File: config.mk
export PLATFORM = sky130hd
export DESIGN_NAME = i2c_slave_access
export DESIGN_NICKNAME = d
export VERILOG_FILES = /design/src/design/stream_fifo.v /design/src/design/i2c_slave_access.v
export VERILOG_INCLUDE_DIRS = /design/src /design/src/design
export SDC_FILE = /design/constraint.sdc
export NUM_CORES = 1
export LEC_CHECK = 0
export BUFFER_PORTS_ARGS = -buffer_cell sky130_fd_sc_hd__buf_2
export CORE_ASPECT_RATIO = 1.25
export CORE_MARGIN = 1.5
export CORE_UTILIZATION = 45
export CTS_CLUSTER_DIAMETER = 50
export DETAILED_ROUTE_END_ITERATION = 8
export GPL_TIMING_DRIVEN = 0
export MAX_ROUTING_LAYER = met4
export PLACE_DENSITY = 0.65
export SLEW_MARGIN = 0
export SYNTH_ARGS = -nofsm -noshare
export SYNTH_HDL_FRONTEND = slang
export SYNTH_SLANG_ARGS = --single-unit
File: constraint.sdc
create_clock -name clk_sys_in -period 5.1 [get_ports clk_sys_in]
set_input_delay 0.255 -clock clk_sys_in [delete_from_list [all_inputs] [get_ports clk_sys_in]]
set_output_delay 0.255 -clock clk_sys_in [all_outputs]
set_load 0.005 [all_outputs]
File: src/design/i2c_slave_defs.vh
// i2c_slave_defs.vh: shared constants of the two-wire slave and its fifo
// assumes plain verilog-2005 include by bare name
`ifndef I2C_SLAVE_DEFS_VH
`define I2C_SLAVE_DEFS_VH

// target addresses, seven bits; memory block prefix four bits
`define RTC_ADDR        7'h68
`define MEM_BLOCK_HI    4'hA
`define MEM_LARGE_ADDR  7'h50
// register space sizes
`define RTC_SPACE_LAST  13'h0012
`define MEM_SMALL_LAST  13'h07FF
`define MEM_LARGE_LAST  13'h1FFF
`define PTR_ZERO        13'h0000
// direction bit values
`define DIR_READ        1'b1
// fifo
`define FIFO_DEPTH      32
`define FIFO_WIDTH      23

`endif

File: src/design/stream_fifo.v
// stream_fifo.v: synchronous fifo, valid/ready on both sides
// assumes one clock and a synchronous active-high reset
`timescale 1ns/1ps

module stream_fifo #(
    parameter WIDTH = 23,
    parameter DEPTH = 32,
    parameter AW    = 5
) (
    // clock and reset
    input  wire             clk_sys_in,
    input  wire             rst_in,
    // fill side
    input  wire             in_valid_in,
    output wire             in_ready_out,
    input  wire [WIDTH-1:0] in_data_in,
    // drain side
    output wire             out_valid_out,
    input  wire             out_ready_in,
    output wire [WIDTH-1:0] out_data_out
);
    reg [WIDTH-1:0] mem_q [0:DEPTH-1]; // storage words
    reg [AW:0]      wr_q;              // write pointer, extra wrap bit
    reg [AW:0]      rd_q;              // read pointer, extra wrap bit
    wire            full;
    wire            empty;
    wire            push;
    wire            pop;

    assign full          = (wr_q[AW-1:0] == rd_q[AW-1:0]) && (wr_q[AW] != rd_q[AW]);
    assign empty         = (wr_q == rd_q);
    assign in_ready_out  = !full;
    assign out_valid_out = !empty;
    assign out_data_out  = mem_q[rd_q[AW-1:0]];
    assign push          = in_valid_in && !full;
    assign pop           = out_ready_in && !empty;

    // pointers advance only on a real handshake
    always @(posedge clk_sys_in) begin
        if (rst_in) begin
            wr_q <= {(AW+1){1'b0}};
            rd_q <= {(AW+1){1'b0}};
        end else begin
            if (push) begin
                wr_q <= wr_q + 1'b1;
            end
            if (pop) begin
                rd_q <= rd_q + 1'b1;
            end
        end
    end

    // storage has no reset, contents are don't-care while empty
    always @(posedge clk_sys_in) begin
        if (push) begin
            mem_q[wr_q[AW-1:0]] <= in_data_in;
        end
    end
endmodule // stream_fifo

File: src/design/i2c_slave_access.v
// i2c_slave_access.v: two-wire slave front end for clock registers and byte memory
// assumes scl and sda arrive asynchronously and are far slower than clk_sys_in;
// the storage behind it sits outside and answers reads within one system clock
`timescale 1ns/1ps
`include "i2c_slave_defs.vh"

module i2c_slave_access #(
    parameter LARGE_MEM = 0,          // 1 selects the 8k memory variant
    parameter FIFO_DEPTH = `FIFO_DEPTH
) (
    // clock and reset
    input  wire        clk_sys_in,
    input  wire        rst_in,
    // two-wire pins
    input  wire        scl_in,
    input  wire        sda_in,
    output reg         sda_out,
    output reg         sda_oe_out,
    // write stream to storage: {target, address, data}
    output wire        wr_valid_out,
    input  wire        wr_ready_in,
    output wire [1:0]  wr_target_out,
    output wire [12:0] wr_addr_out,
    output wire [7:0]  wr_data_out,
    // read request to storage and its answer
    output reg         rd_req_out,
    output reg  [1:0]  rd_target_out,
    output reg  [12:0] rd_addr_out,
    input  wire [7:0]  rd_data_in,
    // status
    output reg         busy_out
);
    // states
    localparam ST_IDLE = 3'd0;
    localparam ST_ADDR = 3'd1;
    localparam ST_RX   = 3'd2;
    localparam ST_RACK = 3'd3;
    localparam ST_TX   = 3'd4;
    localparam ST_TACK = 3'd5;
    // targets
    localparam TG_RTC  = 2'd0;
    localparam TG_MEM  = 2'd1;

    reg [2:0]  scl_s_q, sda_s_q;    // two-flop sync, [0] first flop, [2] history
    reg [2:0]  st_q;
    reg [3:0]  bit_q;               // bit count inside a byte
    reg [7:0]  sh_q;                // receive/transmit shift
    reg [1:0]  tg_q;                // target addressed
    reg [1:0]  phase_q;             // 0 first ptr byte, 1 second ptr byte, 2 data
    reg [12:0] ptr_rtc_q;           // pointer of clock target
    reg [12:0] ptr_mem_q;           // pointer of memory target
    reg        rw_q;
    reg        ack_pend_q;          // read fetched, load byte next cycle
    reg        nack_q;              // master said stop sending
    wire       scl_rise, scl_fall, start_c, stop_c;
    wire [12:0] cur_ptr, next_ptr, space_last;
    wire       fifo_ready;
    reg        push_q;
    reg [22:0] push_data_q;         // {target, address, data}

    // edges read only the second flop and its history
    assign scl_rise = scl_s_q[1] && !scl_s_q[2];
    assign scl_fall = !scl_s_q[1] && scl_s_q[2];
    assign start_c  = scl_s_q[1] && scl_s_q[2] && !sda_s_q[1] && sda_s_q[2];
    assign stop_c   = scl_s_q[1] && scl_s_q[2] && sda_s_q[1] && !sda_s_q[2];
    assign cur_ptr  = (tg_q == TG_RTC) ? ptr_rtc_q : ptr_mem_q;
    assign space_last = (tg_q == TG_RTC) ? `RTC_SPACE_LAST :
                        (LARGE_MEM ? `MEM_LARGE_LAST : `MEM_SMALL_LAST);
    assign next_ptr = (cur_ptr == space_last) ? `PTR_ZERO : cur_ptr + 13'd1;

    // synchronisers for the two pins
    always @(posedge clk_sys_in) begin
        if (rst_in) begin
            scl_s_q <= 3'b111;
            sda_s_q <= 3'b111;
        end else begin
            scl_s_q <= {scl_s_q[1:0], scl_in};
            sda_s_q <= {sda_s_q[1:0], sda_in};
        end
    end

    // write stream buffer; a full buffer stretches nothing, so the
    // bus master must stay below the drain rate of the storage
    stream_fifo #(
        .WIDTH (`FIFO_WIDTH),
        .DEPTH (FIFO_DEPTH),
        .AW    (5)
    ) u_wr_fifo (
        .clk_sys_in    (clk_sys_in),
        .rst_in        (rst_in),
        .in_valid_in   (push_q),
        .in_ready_out  (fifo_ready),
        .in_data_in    (push_data_q),
        .out_valid_out (wr_valid_out),
        .out_ready_in  (wr_ready_in),
        .out_data_out  ({wr_target_out, wr_addr_out, wr_data_out})
    );

    // main protocol machine
    always @(posedge clk_sys_in) begin
        if (rst_in) begin
            st_q <= ST_IDLE;
            bit_q <= 4'd0;
            sh_q <= 8'h00;
            tg_q <= TG_RTC;
            phase_q <= 2'd0;
            ptr_rtc_q <= `PTR_ZERO;
            ptr_mem_q <= `PTR_ZERO;
            rw_q <= 1'b0;
            ack_pend_q <= 1'b0;
            nack_q <= 1'b0;
            sda_out <= 1'b0;
            sda_oe_out <= 1'b0;
            push_q <= 1'b0;
            push_data_q <= 23'h000000;
            rd_req_out <= 1'b0;
            rd_target_out <= TG_RTC;
            rd_addr_out <= `PTR_ZERO;
            busy_out <= 1'b0;
        end else begin
            push_q <= 1'b0;
            rd_req_out <= 1'b0;
            if (start_c) begin
                // new transfer, also repeated start
                st_q <= ST_ADDR;
                bit_q <= 4'd0;
                sda_oe_out <= 1'b0;
                busy_out <= 1'b1;
            end else if (stop_c) begin
                st_q <= ST_IDLE;
                sda_oe_out <= 1'b0;
                busy_out <= 1'b0;
            end else begin
                case (st_q)
                    ST_ADDR, ST_RX: begin
                        // sample data on rising scl
                        if (scl_rise) begin
                            sh_q <= {sh_q[6:0], sda_s_q[1]};
                            bit_q <= bit_q + 4'd1;
                        end else if (scl_fall && bit_q == 4'd8) begin
                            bit_q <= 4'd0;
                            if (st_q == ST_ADDR) begin
                                rw_q <= (sh_q[0] == `DIR_READ);
                                if (sh_q[7:1] == `RTC_ADDR) begin
                                    tg_q <= TG_RTC;
                                    st_q <= ST_RACK;
                                    sda_oe_out <= 1'b1;
                                end else if (LARGE_MEM ? (sh_q[7:1] == `MEM_LARGE_ADDR)
                                                       : (sh_q[7:4] == `MEM_BLOCK_HI)) begin
                                    tg_q <= TG_MEM;
                                    if (!LARGE_MEM) begin
                                        // block bits are the upper address bits, both directions
                                        ptr_mem_q <= {2'b00, sh_q[3:1], ptr_mem_q[7:0]};
                                    end
                                    st_q <= ST_RACK;
                                    sda_oe_out <= 1'b1;
                                end else begin
                                    st_q <= ST_IDLE; // not for us, wait for start
                                end
                                phase_q <= 2'd0;
                                ack_pend_q <= 1'b0;
                            end else begin
                                // received pointer or data byte
                                if (phase_q == 2'd0) begin
                                    if (tg_q == TG_RTC) begin
                                        ptr_rtc_q <= {5'b00000, sh_q};
                                        phase_q <= 2'd2;
                                    end else if (LARGE_MEM) begin
                                        ptr_mem_q <= {sh_q[4:0], ptr_mem_q[7:0]};
                                        phase_q <= 2'd1;
                                    end else begin
                                        ptr_mem_q <= {ptr_mem_q[12:8], sh_q};
                                        phase_q <= 2'd2;
                                    end
                                end else if (phase_q == 2'd1) begin
                                    ptr_mem_q <= {ptr_mem_q[12:8], sh_q};
                                    phase_q <= 2'd2;
                                end else begin
                                    push_q <= fifo_ready;
                                    push_data_q <= {tg_q, cur_ptr, sh_q};
                                    if (tg_q == TG_RTC) ptr_rtc_q <= next_ptr;
                                    else ptr_mem_q <= next_ptr;
                                end
                                st_q <= ST_RACK;
                                sda_oe_out <= 1'b1;
                            end
                        end
                    end
                    ST_RACK: begin
                        // hold ack low through ninth clock
                        if (scl_fall) begin
                            sda_oe_out <= 1'b0;
                            if (rw_q && phase_q == 2'd0) begin
                                // read begins at held pointer
                                st_q <= ST_TX;
                                rd_req_out <= 1'b1;
                                rd_target_out <= tg_q;
                                rd_addr_out <= cur_ptr;
                                ack_pend_q <= 1'b1;
                            end else begin
                                st_q <= ST_RX;
                                sh_q <= 8'h00;
                            end
                            if (rw_q) phase_q <= 2'd2;
                        end
                    end
                    ST_TX: begin
                        // load fetched byte one cycle after request
                        if (ack_pend_q) begin
                            ack_pend_q <= 1'b0;
                            sh_q <= rd_data_in;
                            sda_out <= 1'b0;
                            sda_oe_out <= !rd_data_in[7];
                            bit_q <= 4'd0;
                        end else if (scl_fall) begin
                            if (bit_q == 4'd7) begin
                                sda_oe_out <= 1'b0; // let master answer
                                st_q <= ST_TACK;
                                if (tg_q == TG_RTC) ptr_rtc_q <= next_ptr;
                                else ptr_mem_q <= next_ptr;
                            end else begin
                                sda_oe_out <= !sh_q[6];
                                sh_q <= {sh_q[6:0], 1'b0};
                                bit_q <= bit_q + 4'd1;
                            end
                        end
                    end
                    ST_TACK: begin
                        // master ack bit decides continue or release
                        if (scl_rise) begin
                            nack_q <= sda_s_q[1];
                        end else if (scl_fall) begin
                            if (nack_q) begin
                                st_q <= ST_IDLE;
                                sda_oe_out <= 1'b0;
                            end else begin
                                st_q <= ST_TX;
                                rd_req_out <= 1'b1;
                                rd_target_out <= tg_q;
                                rd_addr_out <= cur_ptr;
                                ack_pend_q <= 1'b1;
                            end
                        end
                    end
                    default: st_q <= ST_IDLE;
                endcase
            end
        end
    end
endmodule // i2c_slave_access

### Yosys cells after proc, flatten, opt, wreduce, memory -nomap -nowiden

Memory sizes are Yosys's and may differ from the RTL's. A register that Yosys moved wholly into a read port is not among the register bits.
Index checks and enable logic that the tools add are counted.
Widths: inputs -> output; s select.

* register bits after elaboration: 108
* memory bits (writable): 736
* bits of input ports: 13
* output and inout port bits: 43
* memories kept: 1

Memory list
* u_wr_fifo.mem_q: depth 32, bits a word 23, rd ports 1, clocked after Yosys merged registers in 1, write ports 1, RTL line stream_fifo.v:22 `reg [WIDTH-1:0] mem_q [0:DEPTH-1];`

* add/subtract/negate cells: 4
* equality and inequality tests: 50
* muxes and demuxes: 112
* bitwise logic cells: 8
* reduce and logical (&&, ||, !) cells: 48

Operators with widths (count)
* $mux 13: 28
* $pmux 13 s2: 3
* $mux 8: 7
* $reduce_and 8->1: 6
* $ne 4x4->1 const B: 10
* $mux 3: 11
* $mux 2: 16
* $ne 2x2->1 const B: 16
* $mux 1: 31
* $ne 3x3->1 const B: 10
* $pmux 8 s3: 1
* $reduce_and 11->1: 2
* $mux 4: 5
* $add 13x1->13 const B: 1
* $eq 13x11->1: 1
* $add 6x1->6 const B: 2
* $logic_and 1x1->1: 12
* $pmux 3 s4: 1
* $reduce_and 12->1: 1
* $mux 11: 1
* $mux 5: 2
* $reduce_and 10->1: 1
* $reduce_bool 2->1: 5
* $reduce_and 9->1: 1
* 27 further kinds: 48

### Logic depth before layout (Yosys ltp)

Gate-level depths: netlist of the first run.

* depth after elaboration: 11
* gate-level depth with buffers: 13
* mapped depth without buffers: 9

### Modules after synthesis

A second synthesis of the first run with hierarchy kept.

* cells, all modules: 2276
* area total of the unflattened synthesis: 34294.1 um^2

By module, submodules not included
* stream_fifo: instances 1, cells an instance 1680, area an instance 29497.0 um^2, sequential area each 22441.5 um^2
* i2c_slave_access: instances 1, cells an instance 596, area an instance 4797.1 um^2, sequential area each 1841.8 um^2

### Least setup slack after synthesis of the first run

Ideal clock, no wire load.

* path type: register -> register
* from: register tg_q[0]
* to: register ptr_rtc_q[8]
* library setup time: 87 ps
* data arrival time: 2658 ps
* slack: 2355 ps
* stages on the path, launching flop included: 14
* buffers on the path: 4
* clock period less this slack: 2745 ps
* cells stage by stage: dfxtp_1 > buf_6 > buf_2 > buf_2 > buf_2 > mux2i_1 > inv_1 > ha_1 > nand4b_1 > a22oi_2 > and3_1 > xor2_1 > nor2_1 > o31ai_1

* word-level cells in the longest chain between the ends: 11
* elaborated cells on any way between the ends: 18

Ends and longest elaborated chain
* start: declaration: RTL line i2c_slave_access.v:48 `reg [1:0] tg_q;`
* start signal: assignment: RTL line i2c_slave_access.v:105 `tg_q <= TG_RTC;`
* start signal: assignment: RTL line i2c_slave_access.v:145 `tg_q <= TG_RTC;`
* start signal: assignment: RTL line i2c_slave_access.v:150 `tg_q <= TG_MEM;`
* $logic_not 2->1 *: RTL line i2c_slave_access.v:66 `assign cur_ptr = (tg_q == TG_RTC) ? ptr_rtc_q : ptr_mem_q;`
* $mux 13 *: RTL line i2c_slave_access.v:66
* via cur_ptr[0]: RTL line i2c_slave_access.v:56 `wire [12:0] cur_ptr, next_ptr, space_last;`
* $add 13x1->13 / $eq 13x11->1 (equally long branches): RTL line i2c_slave_access.v:69 `` assign next_ptr = (cur_ptr == space_last) ? `PTR_ZERO : cur_ptr + 13'd1; ``
* $mux 13 *: RTL line i2c_slave_access.v:69
* $mux 13 *: RTL line i2c_slave_access.v:181, i2c_slave_access.v:219
* $mux 13: RTL line i2c_slave_access.v:175 `end else if (phase_q == 2'd1) begin`
* $mux 13: RTL line i2c_slave_access.v:164 `if (phase_q == 2'd0) begin`
* $mux 13: RTL line i2c_slave_access.v:142 `if (st_q == ST_ADDR) begin`
* $mux 13: RTL line i2c_slave_access.v:140 `end else if (scl_fall && bit_q == 4'd8) begin`
* $mux 13: RTL line i2c_slave_access.v:137 `if (scl_rise) begin`
* $pmux 13 s2 *: RTL line i2c_slave_access.v:134 `case (st_q)`
* end signal: assignment: RTL line i2c_slave_access.v:166 `ptr_rtc_q <= {5'b00000, sh_q};`
* end signal: assignment: RTL line i2c_slave_access.v:181 `if (tg_q == TG_RTC) ptr_rtc_q <= next_ptr;`
* end signal: assignment: RTL line i2c_slave_access.v:219 `if (tg_q == TG_RTC) ptr_rtc_q <= next_ptr;`
* end: declaration: RTL line i2c_slave_access.v:50 `reg [12:0] ptr_rtc_q;`

The timed path passes the listed nets; every way through them passes the cells marked *. The select of a mux whose other input is x is not followed.
A chain may end at the register's enable or synchronous reset.

==> flow_metrics.py, run 1 <==
metrics = {
    "outcome": {
        "status": "finished, final reports clean",
    },
    "power": {
        "pwr-share-clk": 0.453,
        "vdd_drop_max_uv": 212,
        "p_sw_mw": 2.63,
        "pwr-share-comb": 0.008,
        "swShare": 0.199,
        "power_frac_seq": 0.538,
        "power_mw": 13.2,
        "p_leak_nw": 11.4,
        "power.density_nw_per_um2": 359,
        "p_int_mw": 10.6,
    },
    "floorplanning": {
        "pin_count": 56,
        "die_w_um": 243,
        "initial_core_util": 0.453,
        "num_rows": 110,
        "die_height_um": 303,
        "die-area_um2": 73900,
        "core-area_um2": 71700,
    },
    "synthesis": {
        "ys_top_cells_by_area": "edfxtp_1 (65%), mux4_2 (15%), dfxtp_1 (6.7%)",
        "yosys_warnings": 0,
        "synth_top_area_share": 0.650,
        "synth-seq-area-share": 0.718,
        "ys_ff_latch": 813,
        "synth-main-ff-cell": "edfxtp_1",
        "synthesis.instances": 1741,
        "synth_edf_count": 704,
        "async_flop_share": 0,
        "synthesis.area_um2": 32500,
        "yosysTopAreaCell": "edfxtp_1",
        "avgSynthCellArea_um2": 18.7,
        "synth.distinct_cells": 72,
    },
    "cts": {
        "post_cts_buffers": 0,
        "cts.path.max_buffers": 3,
        "cts_sinks": 813,
        "postCtsHoldBufs": 3,
        "cts_tree": "yes",
        "cts_buffers": 80,
        "cts_resized": 0,
        "cts.clk_slew.worst_paths_ns": 0.06,
        "htreeDepth": 3,
        "root_buffer": "clkbuf_16",
        "clk_latency_ns": 0.64,
    },
    "hold_path": {
        "hp-class": "in2reg",
    },
    "grt": {
        "grt_overflow": 0,
        "grt_pass1_wl_mm": 120,
        "grt_max_degree": 34,
        "antenna_found_initial": 0,
        "grt_pass1_vias": 17900,
        "grt_usage": 0.232,
    },
    "timing": {
        "hold_viol_final": 0,
        "setup_ws_ns": 0.572,
        "setup_viol_count_final": 0,
        "finalMaxSlewViolations": 0,
        "rsz0062_at_grt": "no",
        "tns_ns": 0,
        "holdWs_ns": 0.0363,
        "finalCritPeriodShare": 0.888,
        "slew_headroom": 0.105,
        "fin_skew_ns": 0.0208,
        "min_period_ns": 4.53,
        "fmax_mhz": 221,
        "worst_pin_slew_ns": 1.34,
    },
    "place": {
        "gp_congestion": 0.896,
        "place_ws_ns": 1.20,
        "io_buffers": 52,
        "dp_hpwl_mm": 49.8,
    },
    "cells_and_area": {
        "area_growth_pct": 13.5,
        "antenna_cells": 0,
        "nNetsFinal": 1901,
        "seqCellArea_um2": 23300,
        "final_common_cell": "edfxtp_1",
        "fillCellCount": 5654,
        "drive_above_1_share": 0.267,
        "multi_input_area_um2": 8830,
        "final_cell_mix": "edfxtp_1 (704), mux4_2 (220), dfxtp_1 (105), nor2_1 (96), clkbuf_16 (82)",
    },
    "route": {
        "vias": 17100,
        "drt-pass1-iter-count": 5,
        "vias_per_cell": 5.91,
        "wl_per_cell_um": 28.0,
        "routed_wl_mm": 80.9,
        "drc": 0,
        "ant_nets": 0,
        "drt_iter0_markers": 1500,
    },
    "worst_setup_path": {
        "arrival_ns": 4.27,
        "critPathMaxFanout": 10,
        "startpoint_type": "flip-flop",
        "required_ns": 4.85,
        "worstSetupPathType": "reg2out",
        "critPathCaptureType": "output port",
    },
    "flow_run": {
        "maxCapViolCount": 0,
    },
}
[power groups by stage]
stage	logic, mW	registers, mW	clock network, mW
after global placement	0.107	7.27	0
after detailed placement	0.108	7.27	0
after floorplan	0.0686	7.27	0
final	0.110	7.13	6.00
after global routing	0.120	7.12	6.33
after CTS	0.110	7.13	6.08
[worst max-delay path, stage by stage, from the launching register on]
cell and delay (ns):
dfxtp_1 0.32, clkbuf_1 0.36, clkbuf_1 0.73, clkbuf_1 0.71, mux4_2 0.45, mux4_2 0.63
mux2_2 0.31, buf_2 0.13
[layer usage]
layer  track usage  share of wire  vias to the layer above
met3        0.0342          0.058                      174
met2         0.405           0.53                      587
met4        0.0951          0.039                        0
met1         0.270           0.37                     8987
li1              -              -                     7351
met5             -              0                        -
[cell type report]
cell class | count | area share
Clock buffer | 94 | 0.0574
Sequential cell | 813 | 0.632
Inverter | 18 | 0.00183
Tap cell | 952 | 0.0323
Clock inverter | 49 | 0.0146
Multi-Input combinational cell | 806 | 0.239
Buffer | 106 | 0.0143
Timing Repair Buffer | 55 | 0.00787
[registers in the layout, indices dropped and copies added, names as in the netlist, named ones only]
register and cells:
rd_target_out 1, u_wr_fifo.mem_q 704, sh_q 8, nack_q 1, ptr_rtc_q 13, bit_q 4, scl_s_q 3, u_wr_fifo.wr_q 6
push_q 1, ack_pend_q 1, sda_s_q 3, rw_q 1, rd_req_out 1, sda_oe_out 1, ptr_mem_q 13, phase_q 1
busy_out 1, tg_q 1, u_wr_fifo.rd_q 6, rd_addr_out 13, push_data_q 22, st_q 3
[cells in the mapped netlist (9+ instances only)]
cell type  count
xor2_1        16
clkbuf_1      50
a22oi_1        9
o21ai_1       12
buf_4         14
o22ai_1       10
xnor2_1       14
nand2_1       64
edfxtp_1     704
nor2_1       128
nand4_1       10
nand2b_1      11
nor3_1        12
dfxtp_1      109
nand3_1       16
mux2i_1       20
buf_2         20
inv_1         16
a21oi_1       50
mux2_2        22
or2_2         10
o21ai_0       15
buf_1         14
a211oi_1      41
mux4_2       220
[per-stage QoR]
| stage | cell area [um^2] | util | std cells |
|---|---|---|---|
| 6_report | 36900 | 0.514 | 2893 |
| 5_1_grt | 36900 | 0.514 | 2893 |
| 4_1_cts | 36900 | 0.514 | 2893 |
| 3_5_place_dp | 34200 | 0.477 | 2747 |
| 3_3_place_gp | 34000 | 0.474 | 2747 |
| 2_1_floorplan | 32500 | - | 1743 |
[cell families (layout without fill, tap and decap cells)]
kind of cell / after synthesis / count (layout) / share of synthesized area
buf+inv: 124 / 322 / 0.0184
other cells: 1 / 3 / 0.000115
compound gates: 187 / 187 / 0.0389
mux: 262 / 262 / 0.166
xor+xnor: 30 / 30 / 0.00808
flops: 813 / 813 / 0.718
fa+ha+maj: 8 / 8 / 0.00308
simple gates: 316 / 316 / 0.0476
[worst paths after layout]
check	depth (start not counted)	from	slack, ns	end
setup / recovery	7	flip-flop	0.57	wr_addr_out[7]
hold / removal	5	rd_data_in[2]	0.04	sh_q[2]
setup reg to reg	13	tg_q[0]	1.14	ptr_rtc_q[8]
hold reg to reg	1	sda_s_q[0]	0.42	sda_s_q[1]
(Power assumes the default switching activity.)
==> inputs of run 2 (changes only) <==
--- a/config.mk
+++ b/config.mk
@@ -10,11 +10,11 @@
 export CORE_ASPECT_RATIO = 1.25
 export CORE_MARGIN = 1.5
 export CORE_UTILIZATION = 45
-export CTS_CLUSTER_DIAMETER = 50
+export CTS_CLUSTER_DIAMETER = 120
 export DETAILED_ROUTE_END_ITERATION = 8
 export GPL_TIMING_DRIVEN = 0
 export MAX_ROUTING_LAYER = met4
-export PLACE_DENSITY = 0.65
+export PLACE_DENSITY = 0.68
 export SLEW_MARGIN = 0
 export SYNTH_ARGS = -nofsm -noshare
 export SYNTH_HDL_FRONTEND = slang
==> constraint.sdc (replaced) <==
create_clock -name clk_sys_in -period 3.99 [get_ports clk_sys_in]
set_input_delay 0.1995 -clock clk_sys_in [delete_from_list [all_inputs] [get_ports clk_sys_in]]
set_output_delay 0.1995 -clock clk_sys_in [all_outputs]
set_load 0.005 [all_outputs]
==> flow_metrics.py, run 2 (synthesized netlist as in run 1, its figures left out) <==
metrics = {
    "timing": {
        "hold_viol_final": 0,
        "min_period_ns": 3.82,
        "setup_ws_ns": 0.167,
        "rsz0062_at_grt": "no",
        "finalMaxSlewViolations": 0,
        "fmax_mhz": 262,
        "setup_viol_count_final": 0,
        "finalCritPeriodShare": 0.958,
        "worst_pin_slew_ns": 1.39,
        "fin_skew_ns": 0.0242,
        "slew_headroom": 0.0746,
    },
    "worst_setup_path": {
        "worstSetupPathType": "reg2reg",
        "startpoint_type": "flip-flop",
        "required_ns": 4.53,
        "critPathCaptureType": "flip-flop",
        "critPathMaxFanout": 10,
        "arrival_ns": 4.36,
    },
    "cells_and_area": {
        "final_common_cell": "edfxtp_1",
        "fillCellCount": 5605,
        "final_util": 0.515,
        "drive_above_1_share": 0.274,
        "largest_reg_flops": 704,
        "final_cell_mix": "edfxtp_1 (704), mux4_2 (220), dfxtp_1 (107), nor2_1 (96), clkbuf_16 (80)",
        "area_growth_pct": 13.6,
        "antenna_cells": 0,
        "nNetsFinal": 1903,
    },
    "flow_run": {
        "maxCapViolCount": 0,
    },
    "power": {
        "p_leak_nw": 11.4,
        "vdd_drop_max_uv": 279,
        "power.density_nw_per_um2": 450,
    },
    "place": {
        "gp_congestion": 0.931,
        "place_ws_ns": 0.187,
        "dp_hpwl_mm": 51.0,
        "io_buffers": 52,
    },
    "grt": {
        "grt_overflow": 0,
        "grt_pass1_wl_mm": 118,
        "grt_max_degree": 34,
        "grt_pass1_vias": 17600,
        "antenna_found_initial": 0,
        "grt_usage": 0.230,
    },
    "route": {
        "ant_nets": 0,
        "drt_iter0_markers": 1676,
        "wl_per_cell_um": 28.0,
        "vias": 17300,
        "drt-pass1-iter-count": 5,
        "drc": 0,
        "routed_wl_mm": 81.2,
        "vias_per_cell": 5.97,
    },
    "cts": {
        "cts.path.max_buffers": 3,
        "clk_latency_ns": 0.63,
        "post_cts_buffers": 0,
        "cts.clk_slew.worst_paths_ns": 0.07,
        "cts_sinks": 813,
        "cts_buffers": 79,
        "cts_tree": "yes",
        "htreeDepth": 3,
        "root_buffer": "clkbuf_16",
    },
    "floorplanning": {
        "num_rows": 110,
        "initial_core_util": 0.453,
        "core-area_um2": 71700,
        "pin_count": 56,
        "die-area_um2": 73900,
        "die_w_um": 243,
        "die_height_um": 303,
    },
    "hold_path": {
        "hp-class": "in2reg",
    },
    "outcome": {
        "status": "finished, final reports clean",
    },
}
-- run 2: cell count changes in the layout (fill, tap and decap cells not counted), moves of 4 or more --
cell      previous run  this run
buf_16               0         4
clkbuf_2             1        13
clkinv_1            12        17
buf_1               14         6
clkbuf_1            60        51
buf_2               72        76
-- run 2: per-layer routing --
layer / up-vias / share of wire / global-route usage
li1: 7365 / - / -
met1: 9140 / 0.39 / 0.279
met2: 666 / 0.53 / 0.400
met3: 126 / 0.059 / 0.0295
met4: 0 / 0.028 / 0.0785
met5: - / 0 / -
-- run 2: through the flow --
| step | std cells | instance area, um^2 | power, mW | TNS, ns | hold WS (ns) |
|---|---|---|---|---|---|
| 2_1_floorplan | 1743 | 32500 | 9.38 | 0 | 0.303 |
| 3_3_place_gp | 2747 | 34000 | 9.42 | -74.82 | 0.385 |
| 3_5_place_dp | 2751 | 34300 | 9.43 | 0 | 0.387 |
| 4_1_cts | 2900 | 36900 | 16.7 | 0 | 0.00148 |
| 5_1_grt | 2899 | 36900 | 17.0 | 0 | 0.0721 |
| 6_report | 2899 | 36900 | 16.6 | 0 | 0.0379 |
-- run 2: cell type report --
| class | instances | area [um^2] | area share |
|---|---|---|---|
| Sequential cell | 813 | 23300 | 0.632 |
| Multi-Input combinational cell | 806 | 8830 | 0.239 |
| Clock buffer | 94 | 2060 | 0.0559 |
| Tap cell | 952 | 1190 | 0.0323 |
| Buffer | 105 | 567 | 0.0154 |
| Clock inverter | 52 | 465 | 0.0126 |
| Timing Repair Buffer | 59 | 400 | 0.0108 |
| Inverter | 18 | 67.6 | 0.00183 |
-- run 2: power breakdown --
| part | total [mW] | switching (mW) | internal, mW |
|---|---|---|---|
| Combinational | 0.138 | 0.0949 | 0.0431 |
| Clock | 7.35 | 3.23 | 4.12 |
| Sequential | 9.11 | 0.00674 | 9.10 |
| Total | 16.6 | 3.33 | 13.3 |
-- run 2: worst max-delay path, stage by stage (launching register included) --
cell and delay, ns:
dfxtp_1 0.53, buf_6 0.21, buf_2 0.28, buf_2 0.31, buf_2 0.35, mux2i_1 0.25, inv_1 0.11, ha_1 0.33
nand4b_1 0.18, a22oi_2 0.52, and3_1 0.25, xor2_1 0.16, nor2_1 0.06, o31ai_1 0.19
-- run 2: path summary, 6_finish.rpt --
kind / from / cells past startpoint / to / slack [ns]
worst max-delay path: tg_q[0] / 13 / ptr_rtc_q[8] / 0.17
worst min-delay path: rd_data_in[3] / 4 / sh_q[3] / 0.04
worst max register to register: tg_q[0] / 13 / ptr_rtc_q[8] / 0.17
worst min register to register: sda_s_q[0] / 1 / sda_s_q[1] / 0.41
-- run 2: what timing repair did --
item	4_1_cts	5_1_grt
pin swaps	0	0
hold buffers	3	0
gates resized for setup	20	7
endpoints found under the setup margin	22	20
endpoints found under the hold margin	4	0
